File: src/rtl/wdt_pkg.sv
package wdt_pkg;
  // ----------------------------------------
  // clock and oscillator rates
  // ----------------------------------------
  localparam int unsigned CLK_HZ = 250_000_000;
  localparam int unsigned LF_HZ  = 31_000;
  localparam int unsigned MF_HZ  = 31_250;
  // cycles per oscillator tick, rounded down
  localparam int unsigned LF_DIV = CLK_HZ / LF_HZ;
  localparam int unsigned MF_DIV = CLK_HZ / MF_HZ;
  localparam int unsigned DIV_W  = 14;

  // ----------------------------------------
  // register map
  // ----------------------------------------
  localparam int unsigned ADDR_W = 3;
  localparam logic [2:0] A_CAUSE = 3'h0;
  localparam logic [2:0] A_CTRL0 = 3'h1;
  localparam logic [2:0] A_CTRL1 = 3'h2;
  localparam logic [2:0] A_TMR   = 3'h3;

  // reset_cause_reg bit positions
  localparam int unsigned B_OVF  = 7;
  localparam int unsigned B_UNF  = 6;
  localparam int unsigned B_WV   = 5;
  localparam int unsigned B_WDT  = 4;
  localparam int unsigned B_EXT  = 3;
  localparam int unsigned B_INSTR = 2;
  localparam int unsigned B_PWR  = 1;
  localparam int unsigned B_BRN  = 0;
  // value after power-on or brown-out
  localparam logic [7:0] CAUSE_PWR = 8'h3C;

  // ----------------------------------------
  // configuration codes
  // ----------------------------------------
  localparam logic [1:0] EN_OFF   = 2'h0;
  localparam logic [1:0] EN_SW    = 2'h1;
  localparam logic [1:0] EN_AWAKE = 2'h2;
  localparam logic [1:0] EN_ON    = 2'h3;
  localparam logic [4:0] PS_SW    = 5'h1F;
  localparam logic [4:0] PS_DEF   = 5'h0B;
  localparam logic [4:0] PS_MAX   = 5'h12;
  localparam logic [4:0] PS_BASE  = 5'h05;
  localparam logic [2:0] CS_SW    = 3'h7;
  localparam logic [2:0] CS_MF    = 3'h1;
  localparam logic [2:0] WIN_SW   = 3'h7;
  localparam int unsigned CNT_W   = 23;
endpackage

File: src/rtl/windowed_watchdog.sv
// Our own choices: the strobed register port and the register offsets.
`timescale 1ns/1ps
// What this block does
// stack overflow sets bit 7; power-on or brown-out loads 0.
// stack underflow sets bit 6; power events clear it; firmware may clear.
// window violation clears bit 5; power events and firmware set it.
// watchdog time-out reset clears bit 4; power events set it.
// external pin reset clears bit 3; power events set it.
// reset instruction clears bit 2; power events set it.
// power-on flag bit 1 loads 0 on power events, else changed only by firmware writes.
// brown-out flag bit 0 loads 0 on power events, else changed only by firmware writes.
// firmware writes to flags are kept until the next hardware event.
// time-out without a clear resets the device.
// time base is low or mid oscillator, chosen by configuration.
// in software mode the enable bit and clock field control it.
// mode 11 always active; mode 00 always disabled.
// mode 10 active awake, disabled in sleep.
// period field used only when configured period is all ones.
// default period after reset is two seconds nominal.
// clear outside the window resets and clears the violation flag.
// window field used only when configured window is 111.
// window open decided from the counter value.
// counter cleared on resets, clears, sleep edges, disable, startup, writes.
// in windowed mode an unarmed clear is a violation.
// time-out in sleep wakes the device instead of resetting.
// period code 0 is 1:32, doubling per code; above 10010 minimum.
// clear and write events reach the counter on the oscillator tick.
module windowed_watchdog
  import wdt_pkg::*;
#(
  parameter int unsigned LF_CYC = wdt_pkg::LF_DIV,
  parameter int unsigned MF_CYC = wdt_pkg::MF_DIV
) (
  input  wire logic                      clk,
  input  wire logic                      rst_n,
  input  wire logic [wdt_pkg::ADDR_W-1:0] addr,
  input  wire logic [7:0]                wr_data,
  input  wire logic                      wr_en,
  input  wire logic                      rd_en,
  output logic      [7:0]                rd_data_q,
  input  wire logic [1:0]                watchdog_enable_cfg,
  input  wire logic [2:0]                cfg_clock_select,
  input  wire logic [4:0]                cfg_period_select,
  input  wire logic [2:0]                cfg_window_select,
  input  wire logic                      sleep,
  input  wire logic                      int_wake,
  input  wire logic                      osc_startup_running,
  input  wire logic                      clear_watchdog_instr,
  input  wire logic                      brownout_event,
  input  wire logic                      ext_reset_pin_event,
  input  wire logic                      reset_instr_event,
  input  wire logic                      stack_overflow_event,
  input  wire logic                      stack_underflow_event,
  output logic                           wdt_reset_q,
  output logic                           wake_q
);
  import wdt_pkg::*;

  // ----------------------------------------
  // state
  // ----------------------------------------
  logic [4:0]       ps_q;
  logic             sw_enable_q;
  logic [2:0]       cs_q;
  logic [2:0]       win_q;
  logic [7:0]       cause_q;
  logic [7:0]       cause_d;
  logic [CNT_W-1:0] cnt_q;
  logic [DIV_W-1:0] div_q;
  logic             armed_q;
  logic             pend_q;
  logic             sleep_q;

  // ----------------------------------------
  // configuration decode
  // ----------------------------------------
  wire       pwr_rst = !rst_n || brownout_event;
  wire       any_rst = pwr_rst || ext_reset_pin_event
                       || reset_instr_event || wdt_reset_q;
  wire       ps_sw   = cfg_period_select == PS_SW;
  // period field only when configured all ones
  wire [4:0] ps_raw  = ps_sw ? ps_q : cfg_period_select;
  // reserved codes fall back to the shortest period
  wire [4:0] ps_eff  = (ps_raw > PS_MAX) ? 5'h00 : ps_raw;
  // window field only when configured 111
  wire [2:0] win_eff = (cfg_window_select == WIN_SW) ? win_q
                                                     : cfg_window_select;
  wire       windowed = win_eff != WIN_SW;
  // software mode takes the clock field, else configuration
  wire [2:0] cs_eff  = (watchdog_enable_cfg == EN_SW) ? cs_q
                                                      : cfg_clock_select;
  wire       use_mf  = cs_eff == CS_MF;

  // operating mode
  logic active;
  always_comb begin
    case (watchdog_enable_cfg)
      EN_ON:    active = 1'b1;
      EN_AWAKE: active = !sleep;
      EN_SW:    active = sw_enable_q;
      default:  active = 1'b0;
    endcase
  end

  // ----------------------------------------
  // oscillator tick divider
  // ----------------------------------------
  // a time base derived from clk stands in for the internal oscillators
  wire [DIV_W-1:0] div_lim = use_mf ? DIV_W'(MF_CYC - 1)
                                    : DIV_W'(LF_CYC - 1);
  wire tick = div_q >= div_lim; // >= survives a source switch

  always_ff @(posedge clk) begin
    if (!rst_n || tick)
      div_q <= '0;
    else
      div_q <= div_q + DIV_W'(1);
  end

  // ----------------------------------------
  // counter, window and events
  // ----------------------------------------
  // period of 32 << code ticks, 65536 ticks for the default code
  wire [CNT_W:0]   span = (CNT_W+1)'(1) << (PS_BASE + ps_eff);
  wire [CNT_W-1:0] last = CNT_W'(span - (CNT_W+1)'(1));
  // counter scaled to five bits, top three give the eighth
  wire [CNT_W-1:0] tmr_w  = cnt_q >> ps_eff;
  wire [4:0]       tmr5   = tmr_w[4:0];
  wire win_open = tmr5[4:2] >= (3'h7 - win_eff);

  wire clr_hit   = clear_watchdog_instr && active;
  // in windowed mode, unarmed or closed-window clears are violations
  wire clr_ok    = clr_hit && (!windowed || (armed_q && win_open));
  wire violation = clr_hit && !clr_ok;
  wire ctrl_wr   = wr_en && (addr == A_CTRL0 || addr == A_CTRL1);
  wire sleep_edge = sleep != sleep_q;
  wire hard_clr  = any_rst || !active || osc_startup_running
                   || sleep_edge || int_wake;
  wire new_pend  = clr_ok || ctrl_wr;
  // a clear issued on the last tick still saves the device
  wire timeout   = tick && cnt_q == last && !pend_q
                   && !new_pend && !hard_clr;

  // counter clears; processor events wait for the tick
  always_ff @(posedge clk) begin
    if (hard_clr)
      cnt_q <= '0;
    else if (tick)
      cnt_q <= (pend_q || timeout) ? '0 : cnt_q + CNT_W'(1);
  end

  // pending clear, consumed on the next tick
  always_ff @(posedge clk) begin
    if (hard_clr)
      pend_q <= 1'b0;
    else if (new_pend)
      pend_q <= 1'b1;
    else if (tick)
      pend_q <= 1'b0;
  end

  // read of control 0 arms, any clear while active disarms
  always_ff @(posedge clk) begin
    if (any_rst)
      armed_q <= 1'b0;
    else if (clr_hit)
      armed_q <= 1'b0;
    else if (rd_en && addr == A_CTRL0)
      armed_q <= 1'b1;
  end

  // reset or wake request, one cycle each
  always_ff @(posedge clk) begin
    if (!rst_n) begin
      wdt_reset_q <= 1'b0;
      wake_q      <= 1'b0;
      sleep_q     <= 1'b0;
    end else begin
      wdt_reset_q <= violation || (timeout && !sleep);
      wake_q      <= timeout && sleep;
      sleep_q     <= sleep;
    end
  end

  // ----------------------------------------
  // control registers
  // ----------------------------------------
  // reload from configuration on every reset; 2 s default
  always_ff @(posedge clk) begin
    if (any_rst) begin
      ps_q  <= ps_sw ? PS_DEF : cfg_period_select;
      sw_enable_q <= 1'b0;
      cs_q  <= (cfg_clock_select == CS_SW) ? 3'h0 : cfg_clock_select;
      win_q <= cfg_window_select;
    end else if (wr_en && addr == A_CTRL0) begin
      if (ps_sw)
        ps_q <= wr_data[5:1];
      sw_enable_q <= wr_data[0];
    end else if (wr_en && addr == A_CTRL1) begin
      if (cfg_clock_select == CS_SW)
        cs_q <= wr_data[6:4];
      if (cfg_window_select == WIN_SW)
        win_q <= wr_data[2:0];
    end
  end

  // ----------------------------------------
  // reset cause flags
  // ----------------------------------------
  // firmware write and any hardware cause event in this cycle
  wire cause_wr = wr_en && addr == A_CAUSE;
  wire cause_hw = stack_overflow_event || stack_underflow_event || violation
                  || (timeout && !sleep) || ext_reset_pin_event || reset_instr_event;

  // firmware value first, hardware events override it
  always_comb begin
    cause_d = cause_wr ? wr_data : cause_q;
    if (stack_overflow_event)
      cause_d[B_OVF] = 1'b1;
    if (stack_underflow_event)
      cause_d[B_UNF] = 1'b1;
    if (violation)
      cause_d[B_WV] = 1'b0;
    if (timeout && !sleep)
      cause_d[B_WDT] = 1'b0;
    if (ext_reset_pin_event)
      cause_d[B_EXT] = 1'b0;
    if (reset_instr_event)
      cause_d[B_INSTR] = 1'b0;
  end

  // power events load the fixed pattern
  always_ff @(posedge clk) begin
    if (pwr_rst)
      cause_q <= CAUSE_PWR;
    else
      cause_q <= cause_d;
  end

  // ----------------------------------------
  // read port
  // ----------------------------------------
  wire [7:0] rd_mux =
    (addr == A_CAUSE) ? cause_q :
    (addr == A_CTRL0) ? {2'h0, ps_q, sw_enable_q} :
    (addr == A_CTRL1) ? {1'b0, cs_q, 1'b0, win_q} :
    (addr == A_TMR)   ? {tmr5, active, 2'h0} : 8'h00;

  // data only in the cycle after the strobe
  always_ff @(posedge clk) begin
    if (!rst_n || !rd_en)
      rd_data_q <= 8'h00;
    else
      rd_data_q <= rd_mux;
  end

  // ----------------------------------------
  // checks
  // ----------------------------------------
  timeout_reset_a: assert property (
    @(posedge clk) disable iff (!rst_n)
    timeout && !sleep |=> wdt_reset_q && !wake_q)
    else $error("time-out did not reset");

  sleep_wake_a: assert property (
    @(posedge clk) disable iff (!rst_n)
    timeout && sleep |=> wake_q && !wdt_reset_q)
    else $error("sleep time-out did not wake");

  violation_flag_a: assert property (
    @(posedge clk) disable iff (!rst_n)
    violation && !brownout_event |=> !cause_q[B_WV] && wdt_reset_q)
    else $error("violation not recorded");

  unarmed_clear_a: assert property (
    @(posedge clk) disable iff (!rst_n)
    clr_hit && windowed && !armed_q |=> wdt_reset_q)
    else $error("unarmed clear accepted");

  mode_off_a: assert property (
    @(posedge clk) disable iff (!rst_n)
    watchdog_enable_cfg == EN_OFF |=> cnt_q == '0 && !pend_q)
    else $error("counter ran while disabled");

  sleep_off_a: assert property (
    @(posedge clk) disable iff (!rst_n)
    watchdog_enable_cfg == EN_AWAKE && sleep |=> cnt_q == '0)
    else $error("counter ran in sleep");

  power_flags_a: assert property (
    @(posedge clk)
    !rst_n |=> cause_q == CAUSE_PWR)
    else $error("power-on flags wrong");

  overflow_set_a: assert property (
    @(posedge clk) disable iff (!rst_n)
    stack_overflow_event && !brownout_event |=> cause_q[B_OVF])
    else $error("overflow flag not set");

  ctrl_write_a: assert property (
    @(posedge clk) disable iff (!rst_n)
    ctrl_wr |=> pend_q || cnt_q == '0)
    else $error("write did not clear counter");

  period_wrap_a: assert property (
    @(posedge clk) disable iff (!rst_n)
    timeout |=> cnt_q == '0)
    else $error("counter did not wrap");

  // flag checks leave out brown-out, which loads the fixed pattern
  underflow_set_a: assert property (
    @(posedge clk) disable iff (!rst_n)
    stack_underflow_event && !brownout_event |=> cause_q[B_UNF])
    else $error("underflow flag not set");

  pin_flag_a: assert property (
    @(posedge clk) disable iff (!rst_n)
    ext_reset_pin_event && !brownout_event |=> !cause_q[B_EXT])
    else $error("pin reset flag not cleared");

  instr_flag_a: assert property (
    @(posedge clk) disable iff (!rst_n)
    reset_instr_event && !brownout_event |=> !cause_q[B_INSTR])
    else $error("reset instruction flag not cleared");

  wdt_flag_a: assert property (
    @(posedge clk) disable iff (!rst_n)
    timeout && !sleep && !brownout_event |=> !cause_q[B_WDT])
    else $error("time-out flag not cleared");

  power_bits_a: assert property (
    @(posedge clk) disable iff (!rst_n)
    !pwr_rst && !cause_wr |=> $stable(cause_q[1:0]))
    else $error("power flags changed without a power event");

  fw_write_a: assert property (
    @(posedge clk) disable iff (!rst_n)
    cause_wr && !cause_hw && !brownout_event |=> cause_q == $past(wr_data))
    else $error("firmware flag write not kept");

  // window checks: an armed clear is judged only by the window
  window_closed_a: assert property (
    @(posedge clk) disable iff (!rst_n)
    clr_hit && windowed && armed_q && !win_open |=> wdt_reset_q)
    else $error("closed-window clear accepted");

  window_open_a: assert property (
    @(posedge clk) disable iff (!rst_n)
    clr_hit && windowed && armed_q && win_open |=> !wdt_reset_q)
    else $error("open-window clear refused");

  sw_enable_a: assert property (
    @(posedge clk) disable iff (!rst_n)
    watchdog_enable_cfg == EN_SW && !sw_enable_q |=> cnt_q == '0)
    else $error("counter ran with software enable off");

  startup_hold_a: assert property (
    @(posedge clk) disable iff (!rst_n)
    osc_startup_running |=> cnt_q == '0 && !pend_q)
    else $error("counter ran during startup");

  sleep_clear_a: assert property (
    @(posedge clk) disable iff (!rst_n)
    sleep_edge || int_wake |=> cnt_q == '0)
    else $error("sleep change did not clear counter");

  pend_tick_a: assert property (
    @(posedge clk) disable iff (!rst_n)
    pend_q && tick |=> cnt_q == '0)
    else $error("pending clear not applied on tick");

  period_reload_a: assert property (
    @(posedge clk) disable iff (!rst_n)
    any_rst && ps_sw |=> ps_q == PS_DEF)
    else $error("period not reloaded to default");

endmodule // windowed_watchdog

File: config.mk
export PLATFORM = sky130hd
export DESIGN_NAME = windowed_watchdog
export DESIGN_NICKNAME = d
export VERILOG_FILES = /design/src/rtl/wdt_pkg.sv /design/src/rtl/windowed_watchdog.sv
export SDC_FILE = /design/constraint.sdc
export NUM_CORES = 1
export LEC_CHECK = 0
export BUFFER_PORTS_ARGS = -buffer_cell sky130_fd_sc_hd__buf_2
export CORE_MARGIN = 5
export CORE_UTILIZATION = 25
export DETAILED_ROUTE_END_ITERATION = 16
export PLACE_DENSITY = 0.49
export SYNTH_ARGS = -nofsm -noshare
export SYNTH_HDL_FRONTEND = slang
export SYNTH_SLANG_ARGS = --single-unit
File: constraint.sdc
create_clock -name clk -period 5.8 [get_ports clk]
set_input_delay 0.87 -clock clk [delete_from_list [all_inputs] [get_ports clk]]
set_output_delay 0.87 -clock clk [all_outputs]
set_load 0.05 [all_outputs]
Yosys cells after proc, flatten, opt, wreduce, memory -nomap -nowiden
Cells that the tools add are included.
Widths: inputs -> output; s select.
- equal/unequal tests: 14
- reduce and logical (&&, ||, !) cells: 56
- add/subtract/negate cells: 5
- muxes and demuxes: 33
- shift operators: 2
- multipliers: 0
- divide/modulo/power cells: 0
- magnitude comparators: 3
- bitwise gates (word level): 0
- operator list (cell ; count):
    $mux 8 ; 5
    $mux 3 ; 11
    $mux 5 ; 6
    $reduce_bool 2->1 ; 12
    $add 23x1->23 const B ; 1
    $eq 23x23->1 ; 1
    $mux 23 ; 1
    $shl 1x5->23 const A ; 1
    $shr 23x5->5 ; 1
    $sub 23x1->23 const B ; 1
    $logic_and 1x1->1 ; 15
    $logic_or 1x1->1 ; 15
    $add 14x1->14 const B ; 1
    $ge 14x13->1 ; 1
    $logic_not 1->1 ; 9
    $mux 1 ; 8
    $mux 7 ; 1
    $eq 3x1->1 const B ; 2
    $eq 3x2->1 const B ; 2
    $eq 3x3->1 const B ; 2
    $reduce_and 3->1 ; 2
    $add 3x5->5 const A ; 1
    $eq 5x5->1 const B ; 1
    $gt 5x5->1 const B ; 1
    11 further kinds ; 12
- memory bits (writable): 0
- output and inout port bits: 10
- bits in latches: 0
- memory bits (read-only): 0
- flip-flop bits (word level): 70
- memories kept: 0
- logic and storage cells: 132

Depth between registers and ports, before layout
Gate-level depths: netlist of run 1.
- word-level depth: 15
- mapped depth: 22

Least setup slack after synthesis of run 1
OpenSTA, ideal clock, no wires.
- kind: input-to-reg
- start point: in cfg_period_select[0]
- end point: reg cnt_q[10]
- buffers on the path: 3
- stages: 21
- arrival: 4.877 ns
- data required time: 5.659 ns
- setup slack: 0.782 ns
- path through: buf_4 > nand4_2 > o21ai_2 > a21oi_1 > nor2_1 > buf_2 > mux4_2 > mux2i_1 > mux2i_1 > o21ai_0 > ha_1 > nand2b_1 > a21o_1 > a21o_1 > a21oi_1 > o2111ai_1 > nor4_4 > nand4_4 > a21oi_4 > buf_6 > nor3_2
- cells in the longest elaborated chain, start to end: 15
- elaborated cells between the ends (all ways): 21
- ends and longest elaborated chain (what ; line ; RTL):
    start: declaration ; windowed_watchdog.sv:43 ; input wire logic [4:0] cfg_period_select,
    $eq 5x5->1 ; windowed_watchdog.sv:80 ; wire ps_sw = cfg_period_select == PS_SW;
    $mux 5 * ; windowed_watchdog.sv:82 ; wire [4:0] ps_raw = ps_sw ? ps_q : cfg_period_select;
    $gt 5x5->1 ; windowed_watchdog.sv:84 ; wire [4:0] ps_eff = (ps_raw > PS_MAX) ? 5'h00 : ps_raw;
    $mux 5 * ; windowed_watchdog.sv:84 ;
    parallel branches: the longest is 7 deep, another holds $sub 23x1->23 ; -- ;
    $logic_and 1x1->1 * (2 in a row) ; windowed_watchdog.sv:142 ; && !new_pend && !hard_clr;
    $logic_or 1x1->1 * ; windowed_watchdog.sv:149 ; cnt_q <= (pend_q || timeout) ? '0 : cnt_q + CNT_W'(1);
    $mux 23 * ; windowed_watchdog.sv:149 ;
    end signal: assignment ; windowed_watchdog.sv:149 ;
    end: declaration ; windowed_watchdog.sv:68 ; logic [CNT_W-1:0] cnt_q;
Mark *: on every way between the ends.
A chain may end at the register's enable or synchronous reset.

Worst setup path after layout of run 1
- start point: in cfg_period_select[1]
- end point: reg cnt_q[10]
Same word-level chain as after synthesis.

==> impl_metrics.yaml, run 1 <==
routing:
  drt_iter0_markers: 443
  wirelength_mm: 17.8
  first_pass_iters: 5
  drc: 0
  vias: 5224
  avgViaCountPerCell: 5.27
  wl_per_cell_um: 18.0
  ant_nets: 0
floorplan:
  ios: 47
  die_x_um: 158
  dieHeight_um: 158
  coreArea_mm2: 0.0216
  floorplan.initialDensity_pct: 25.2
  fp-row-count: 54
  die_area_mm2: 0.0248
pwr:
  p_leak_nw: 2.28
  powerDensity_mw_per_mm2: 205
  peakVddDrop_mv: 0.103
clocking:
  cts_tree: "done"
  post_cts_resized: 0
  clockBufferDepth: 2
  cts_setup_buffers: 0
  cts_hold_buf: 0
  cts_inserted_buffers: 9
  clkLatencyLatePin_ns: 0.34
  clk_pin_slew_ns: 0.05
  clock_sinks: 70
  htree_levels: 3
  cts_root_buffer: "clkbuf_16"
setup_path:
  crit_fanout: 20
  worstPathArrival_ns: 5.46
  required_ns: 6.01
  start_kind: "primary input"
  critPathKind: "in -> reg"
  endpoint_kind: "flip-flop"
  setup.worst_path.start: "cfg_period_select[1]"
  r2r-start: "ps_q[2]"
final_layout:
  area_growth_pct: 15.2
  multi_input_area_mm2: 0.00363
  diodes: 0
  instances_no_fill: 992
  drive_gt1_share_pct: 18.8
  nets: 751
  fillers: 2345
  seqCellArea_mm2: 0.00151
global_routing:
  grt_overflow: 0
  track_usage_pct: 14.2
  grt_pass1_vias: 4787
  grt_pass1_wl_mm: 27.5
  grt_start_max_net_pins: 26
  antenna_found_initial: 0
worst_hold_path:
  min_path_type: "reg -> reg"
  min_from: "div_q[12]"
timing:
  finalSetupViolations: 0
  setup_tns_ns: 0
  hold_viol: 0
  maxSlewViolCount: 0
  rsz0062_at_grt: "false"
  finalCriticalPeriod_ns: 5.26
  finalCritPeriodShare_pct: 90.6
  slew_headroom_pct: 32.9
  worst_slew_pin_slew_ns: 0.981
  fin_worst_skew_ns: 0.0146
  max_freq_mhz: 190
logic_synthesis:
  ys_seq_area_share_pct: 27.8
  synthArstFlopShare_pct: 0
  synth_top_flop_cell: "dfxtp_1"
  syn_inst: 676
  netlist.area_leader.share_pct: 21.7
  synthesis.area_mm2: 0.00545
  ys_types: 84
  yosysMostFrequentCell: "nand2_1"
  synth_area_leader_cell: "dfxtp_1"
  synth_seq_cells: 70
  yosys-top-cells-area: "dfxtp_1, mux2i_1, edfxtp_1"
  synth_common_cells: "nand2_1, dfxtp_1, nor2_1"
  synth_edf_count: 11
  synth.avg_cell_area_um2: 8.06
  yosysWarningCount: 0
placed_design:
  dp.final_hpwl_mm: 13.4
  place.gp.congestion: 0.888
  io_buffers: 46
  dp_cells: 976
outcome:
  status: "complete, no violations"
job:
  cap_violations: 0
-- metal layers --
layer | global-route usage [%] | up-vias | routed length (um)
met1 | 20.1 | 2486 | 8240
met4 | 4.42 | 0 | 248
met5 | 0 | - | 0
met2 | 22.3 | 189 | 8300
met3 | 2.16 | 21 | 1040
li1 | - | 2528 | -
-- registers in the layout, indices dropped and copies added, names as in the netlist, 3 cells and up --
name,flops
cause_q,8
cnt_q,23
cs_q,3
div_q,14
ps_q,5
rd_data_q,8
win_q,3
-- metrics by stage --
| step | worst slack, ns | total power [mW] | utilization [%] | hold slack (ns) | cell area, um^2 |
|---|---|---|---|---|---|
| 2_1_floorplan | 0.782 | 0.667 | - | 0.436 | 5450 |
| 3_3_place_gp | 0.266 | 0.741 | 27.6 | 0.460 | 5970 |
| 6_report | 0.543 | 1.29 | 29.0 | 0.474 | 6270 |
| 3_5_place_dp | 0.197 | 0.737 | 27.6 | 0.476 | 5970 |
| 5_1_grt | 0.159 | 1.34 | 29.0 | 0.552 | 6270 |
| 4_1_cts | 0.549 | 1.30 | 29.0 | 0.489 | 6270 |
-- layout by cell type, fill, tap and decap left out, types with 10 or more instances in the layout --
cell type	n
o21ai_0	38
nor3_2	21
nand2b_1	12
nand2_1	78
a21oi_1	31
dfxtp_1	59
nor3_1	11
nor2_1	52
edfxtp_1	11
mux2i_1	39
xnor2_1	20
inv_1	22
buf_2	46
buf_4	22
a21o_1	10
nand3_1	46
xor2_1	17
-- area by class of cell --
cell class	count	area share [%]
Timing Repair Buffer	68	6.30
Inverter	23	1.38
Clock buffer	10	3.65
Tap cell	280	5.59
Clock inverter	6	1.12
Multi-Input combinational cell	535	57.9
Sequential cell	70	24.1
-- where the power goes --
group          switching [mW]  internal [mW]
Combinational           0.133         0.0781
Clock                   0.219          0.336
Sequential             0.0136          0.507
-- cells by family after synthesis --
group,Yosys count,synth area share [%]
compound gates,162,21.0
simple gates,282,28.4
mux,44,9.23
flops,70,27.8
buf+inv,72,5.88
fa+ha+maj,7,1.61
xor+xnor,37,5.95
other cells,2,0.138
-- path summary, 6_finish.rpt --
| check | to | slack [ns] | depth (start not counted) |
|---|---|---|---|
| worst min-delay path | div_q[12] | 0.47 | 2 |
| worst min register to register | div_q[12] | 0.47 | 2 |
| worst max register to register | cnt_q[10] | 0.74 | 19 |
| worst max-delay path | cnt_q[10] | 0.54 | 20 |
-- worst max-delay path, cell delays in order --
cell       delay, ns
buf_2           0.23
and4_1          0.31
a21o_1          0.16
a21oi_1         0.11
nor2_2          0.38
mux4_2          0.58
mux2i_1         0.17
mux2i_1         0.10
o21ai_0         0.29
ha_1            0.28
nand2b_1        0.14
a21o_1          0.17
a21o_1          0.16
a21oi_1         0.25
o2111ai_1       0.23
nor4_4          0.24
nand4_4         0.19
a21oi_4         0.18
buf_4           0.33
nor3_2          0.08
(Power assumes the default switching activity.)
==> inputs of run 2 (changes only) <==
Settings changed: PLACE_DENSITY 0.49 to not set, PLACE_DENSITY_LB_ADDON set to 0.08, RECOVER_POWER set to 50.
==> impl_metrics.yaml, run 2 (synthesis results as in run 1) <==
floorplan:
  dieHeight_um: 158
  ios: 47
  coreArea_mm2: 0.0216
  fp-row-count: 54
  floorplan.initialDensity_pct: 25.2
  die_area_mm2: 0.0248
  die_x_um: 158
setup_path:
  crit_fanout: 20
  start_kind: "primary input"
  worstPathArrival_ns: 5.48
  critPathKind: "in -> reg"
  required_ns: 6.02
  endpoint_kind: "flip-flop"
  r2r_setup_slack_ns: 0.76
final_layout:
  drive_gt1_share_pct: 17.2
  area_growth_pct: 15.2
  top_regs: "cnt_q (23), div_q (14)"
  layout_commonest_cell: "nand2_1"
  nets: 756
  layout_common_cells: "nand2_1, dfxtp_1, nor2_1"
  diodes: 0
  largest_register: "cnt_q"
  largest_reg_flops: 23
clocking:
  clkLatencyLatePin_ns: 0.34
  clk_pin_slew_ns: 0.06
  post_cts_resized: 0
  htree_levels: 3
  cts_root_buffer: "clkbuf_16"
  cts_inserted_buffers: 9
  cts_setup_buffers: 0
  cts_hold_buf: 0
  clockBufferDepth: 2
  cts_tree: "done"
  clock_sinks: 70
routing:
  wl_per_cell_um: 20.2
  vias: 5337
  drt_iter0_markers: 461
  first_pass_iters: 5
  ant_nets: 0
  wirelength_mm: 20.2
  avgViaCountPerCell: 5.35
  drc: 0
pwr:
  peakVddDrop_mv: 0.130
  powerDensity_mw_per_mm2: 204
  p_leak_nw: 2.24
  total_power_mw: 1.28
timing:
  fin_worst_skew_ns: 0.00528
  setup_tns_ns: 0
  finalSetupViolations: 0
  rsz0062_at_grt: "false"
  finalCriticalPeriod_ns: 5.26
  max_freq_mhz: 190
  hold_viol: 0
  maxSlewViolCount: 0
  finalCritPeriodShare_pct: 90.6
  worst_slew_pin_slew_ns: 0.979
  slew_headroom_pct: 34.1
global_routing:
  grt_pass1_vias: 5124
  grt_overflow: 0
  grt_start_max_net_pins: 26
  antenna_found_initial: 0
  track_usage_pct: 16.4
  grt_pass1_wl_mm: 30.9
worst_hold_path:
  min_path_type: "reg -> reg"
job:
  cap_violations: 0
outcome:
  status: "complete, no violations"
placed_design:
  dp.final_hpwl_mm: 15.3
  place.gp.congestion: 0.890
  io_buffers: 46
-- run 2: cell types whose count changed in the layout (fill, tap and decap cells not counted), sizes merged --
cell / change
clkinv: -2
buf: -10
inv: +4
bufinv: -1
clkbuf: +14
-- run 2: through the flow --
step | setup slack (ns) | hold WS [ns] | cell area [um^2] | utilization [%] | std cells
finish | 0.545 | 0.476 | 6270 | 29.0 | 997
global route | 0.207 | 0.508 | 6270 | 29.0 | 997
CTS | 0.551 | 0.482 | 6300 | 29.2 | 997
detailed placement | 0.182 | 0.467 | 6020 | 27.9 | 981
global placement | 0.323 | 0.455 | 6020 | 27.9 | 981
floorplan | 0.782 | 0.436 | 5450 | - | 677
-- run 2: worst max-delay path: stages --
cell	delay [ns]
buf_2	0.22
nor3b_2	0.33
a21o_1	0.26
a21oi_1	0.14
nor2_2	0.09
buf_4	0.20
mux4_2	0.50
and2_1	0.14
a311o_1	0.32
o21ai_0	0.15
ha_1	0.29
nand2b_1	0.14
a21o_1	0.17
a21o_1	0.17
a21oi_1	0.23
o2111ai_1	0.18
nor4_4	0.22
nand4_4	0.21
a21oi_4	0.20
buf_4	0.34
nor3_2	0.08
-- run 2: per-layer routing --
| metal | vias to the layer above | track usage (%) | wire [um] |
|---|---|---|---|
| li1 | 2537 | - | - |
| met1 | 2601 | 23.1 | 9330 |
| met2 | 167 | 24.8 | 9180 |
| met3 | 32 | 3.28 | 1100 |
| met4 | 0 | 5.82 | 554 |
| met5 | - | 0 | 0 |
-- run 2: power breakdown --
part / switching [mW] / internal (mW)
clock network: 0.242 / 0.296
registers: 0.0151 / 0.507
logic: 0.140 / 0.0786
total: 0.397 / 0.881
-- run 2: final timing paths --
check             cells after the start            startpoint       end
setup / recovery                     21  cfg_period_select[4]  cnt_q[5]
hold / removal                        1              div_q[0]  div_q[0]
setup reg to reg                     20               ps_q[3]  cnt_q[5]
hold reg to reg                       1              div_q[0]  div_q[0]
-- run 2: layout make-up --
| class | count | area (um^2) |
|---|---|---|
| timing repair buffer | 73 | 422 |
| inverter | 23 | 86.3 |
| multi-input combinational | 535 | 3620 |
| fill | 2372 | 15300 |
| clock inverter | 7 | 55.1 |
| sequential | 70 | 1510 |
| clock buffer | 9 | 225 |
| tap | 280 | 350 |
==> inputs of run 3 (changes only) <==
Settings changed: CELL_PAD_IN_SITES_DETAIL_PLACEMENT set to 2, CELL_PAD_IN_SITES_GLOBAL_PLACEMENT set to 2.
==> impl_metrics.yaml, run 3 (synthesis results as in run 1) <==
clocking:
  post_cts_resized: 0
  cts_setup_buffers: 0
  clkLatencyLatePin_ns: 0.34
  cts_tree: "done"
  clock_sinks: 70
  cts_hold_buf: 0
  htree_levels: 3
  clk_pin_slew_ns: 0.06
  clockBufferDepth: 2
  cts_inserted_buffers: 9
  cts_root_buffer: "clkbuf_16"
timing:
  worst_slew_pin_slew_ns: 1.24
  finalCriticalPeriod_ns: 5.28
  finalCritPeriodShare_pct: 91.1
  whs_ns: 0.481
  fin_worst_skew_ns: 0.0117
  max_freq_mhz: 189
  hold_viol: 0
  setup_tns_ns: 0
  rsz0062_at_grt: "false"
  maxSlewViolCount: 0
  slew_headroom_pct: 16.7
  finalSetupViolations: 0
setup_path:
  cp_num_buf_inv: 2
  crit_fanout: 20
  start_kind: "primary input"
  crit_top_cell: "a21o_1"
  setup.worst_path.start: "cfg_period_select[4]"
  r2r_setup_slack_ns: 0.74
  crit_path_cell_trace: "buf_2, nor3b_2, a21o_1, a21oi_1, nor2_2, mux4_2, and2_1, a311o_1, o21ai_0, ha_1, nand2b_1, a21o_1, a21o_1, a21oi_1, o2111ai_1, nor4_4, nand4_4, a21oi_4, buf_12, nor3_2"
  critPathMaxStageDelay_ns: 0.54
  cp_top_family: "compound AO/OA/AOI/OAI gates"
  endpoint_kind: "flip-flop"
  r2r_end: "cnt_q[21]"
  required_ns: 6.01
  worstPathArrival_ns: 5.49
  r2r-start: "ps_q[2]"
  reg2reg_depth: 19
  critPathKind: "in -> reg"
  critPathSlowestCell: "mux4_2"
final_layout:
  area_growth_pct: 15.0
  diodes: 0
  nets: 750
  drive_gt1_share_pct: 16.3
  final_area_mm2: 0.00626
  layout_common_cells: "nand2_1, dfxtp_1, nor2_1"
  largest_register: "cnt_q"
  largest_reg_flops: 23
  top_regs: "cnt_q (23), div_q (14)"
  layout_commonest_cell: "nand2_1"
placed_design:
  place_area_mm2: 0.00598
  place.gp.congestion: 0.850
  io_buffers: 46
  dp.final_hpwl_mm: 17.9
global_routing:
  grt_overflow: 0
  grt_pass1_vias: 5798
  grt.met2_usage_pct: 30.4
  grt_start_max_net_pins: 26
  antenna_found_initial: 0
  met3_usage_pct: 2.87
  met1_usage_pct: 24.9
  grt_pass1_wl_mm: 35.2
  gr-max-usage-layer: "met2"
  track_usage_pct: 18.6
pwr:
  total_power_mw: 1.33
  comb_power_share_pct: 16.7
  intPower_uw: 946
  pwr-share-clk_pct: 44.3
  swShare_pct: 29.1
  seq_power_share_pct: 39.0
  peakVddDrop_mv: 0.116
  p_switching_uw: 388
  powerDensity_mw_per_mm2: 213
  p_leak_nw: 2.23
floorplan:
  die_area_mm2: 0.0248
  ios: 47
  fp-row-count: 54
  coreArea_mm2: 0.0216
  floorplan.initialDensity_pct: 25.2
  dieHeight_um: 158
  die_x_um: 158
job:
  cap_violations: 0
worst_hold_path:
  worstHoldEndpoint: "div_q[12]"
  min_from: "div_q[12]"
  whs_path_depth: 2
  min_path_type: "reg -> reg"
routing:
  first_pass_iters: 5
  wirelength_mm: 22.9
  wl_per_cell_um: 23.1
  ant_nets: 0
  vias: 5393
  avgViaCountPerCell: 5.44
  drc: 0
  drt_iter0_markers: 270
outcome:
  status: "complete, no violations"
run 3: changes by cell type in the layout (fill, tap and decap cells not counted), sizes merged:
cell,change
bufinv,+1
inv,-2
clkinv,-1
buf,-6
clkbuf,+2
run 3: layout make-up:
cell class / count / area (um^2)
Tap cell: 280 / 350
Multi-Input combinational cell: 535 / 3620
Fill cell: 2534 / 15400
Sequential cell: 70 / 1510
Inverter: 23 / 86.3
Timing Repair Buffer: 67 / 377
Clock inverter: 5 / 62.6
Clock buffer: 11 / 254
run 3: worst max-delay path by stage:
| stage | cells after the start | end |
|---|---|---|
| 2_1_floorplan | 21 | cnt_q[10] |
| 3_3_place_gp | 22 | cnt_q[18] |
| 3_5_place_dp | 20 | cnt_q[21] |
| 4_1_cts | 20 | cnt_q[21] |
| 5_1_grt | 20 | cnt_q[21] |
| 6_report | 20 | cnt_q[21] |
run 3: power by group through the flow:
| stage | sequential (mW) | clock [mW] | combinational [mW] |
|---|---|---|---|
| 3_3_place_gp | 0.531 | 0 | 0.219 |
| 2_1_floorplan | 0.531 | 0 | 0.136 |
| 3_5_place_dp | 0.530 | 0 | 0.222 |
| 5_1_grt | 0.521 | 0.629 | 0.240 |
| 4_1_cts | 0.520 | 0.616 | 0.223 |
| 6_report | 0.520 | 0.591 | 0.223 |
run 3: metrics by stage:
| step | utilization [%] | setup WS [ns] | instances |
|---|---|---|---|
| 2_1_floorplan | - | 0.782 | 677 |
| 3_3_place_gp | 27.7 | 0.311 | 975 |
| 3_5_place_dp | 27.7 | 0.109 | 975 |
| 4_1_cts | 29.1 | 0.460 | 991 |
| 5_1_grt | 29.0 | 0.0842 | 991 |
| 6_report | 29.0 | 0.519 | 991 |
run 3: worst min-delay path: stages, from the launching register on:
cell,delay [ns]
dfxtp_1,0.33
a31oi_1,0.04
nor2_1,0.07
run 3: metal layers:
layer / up-vias / routed length [um]
li1: 2517 / -
met1: 2738 / 10600
met2: 102 / 11000
met3: 36 / 725
met4: 0 / 647
met5: - / 0
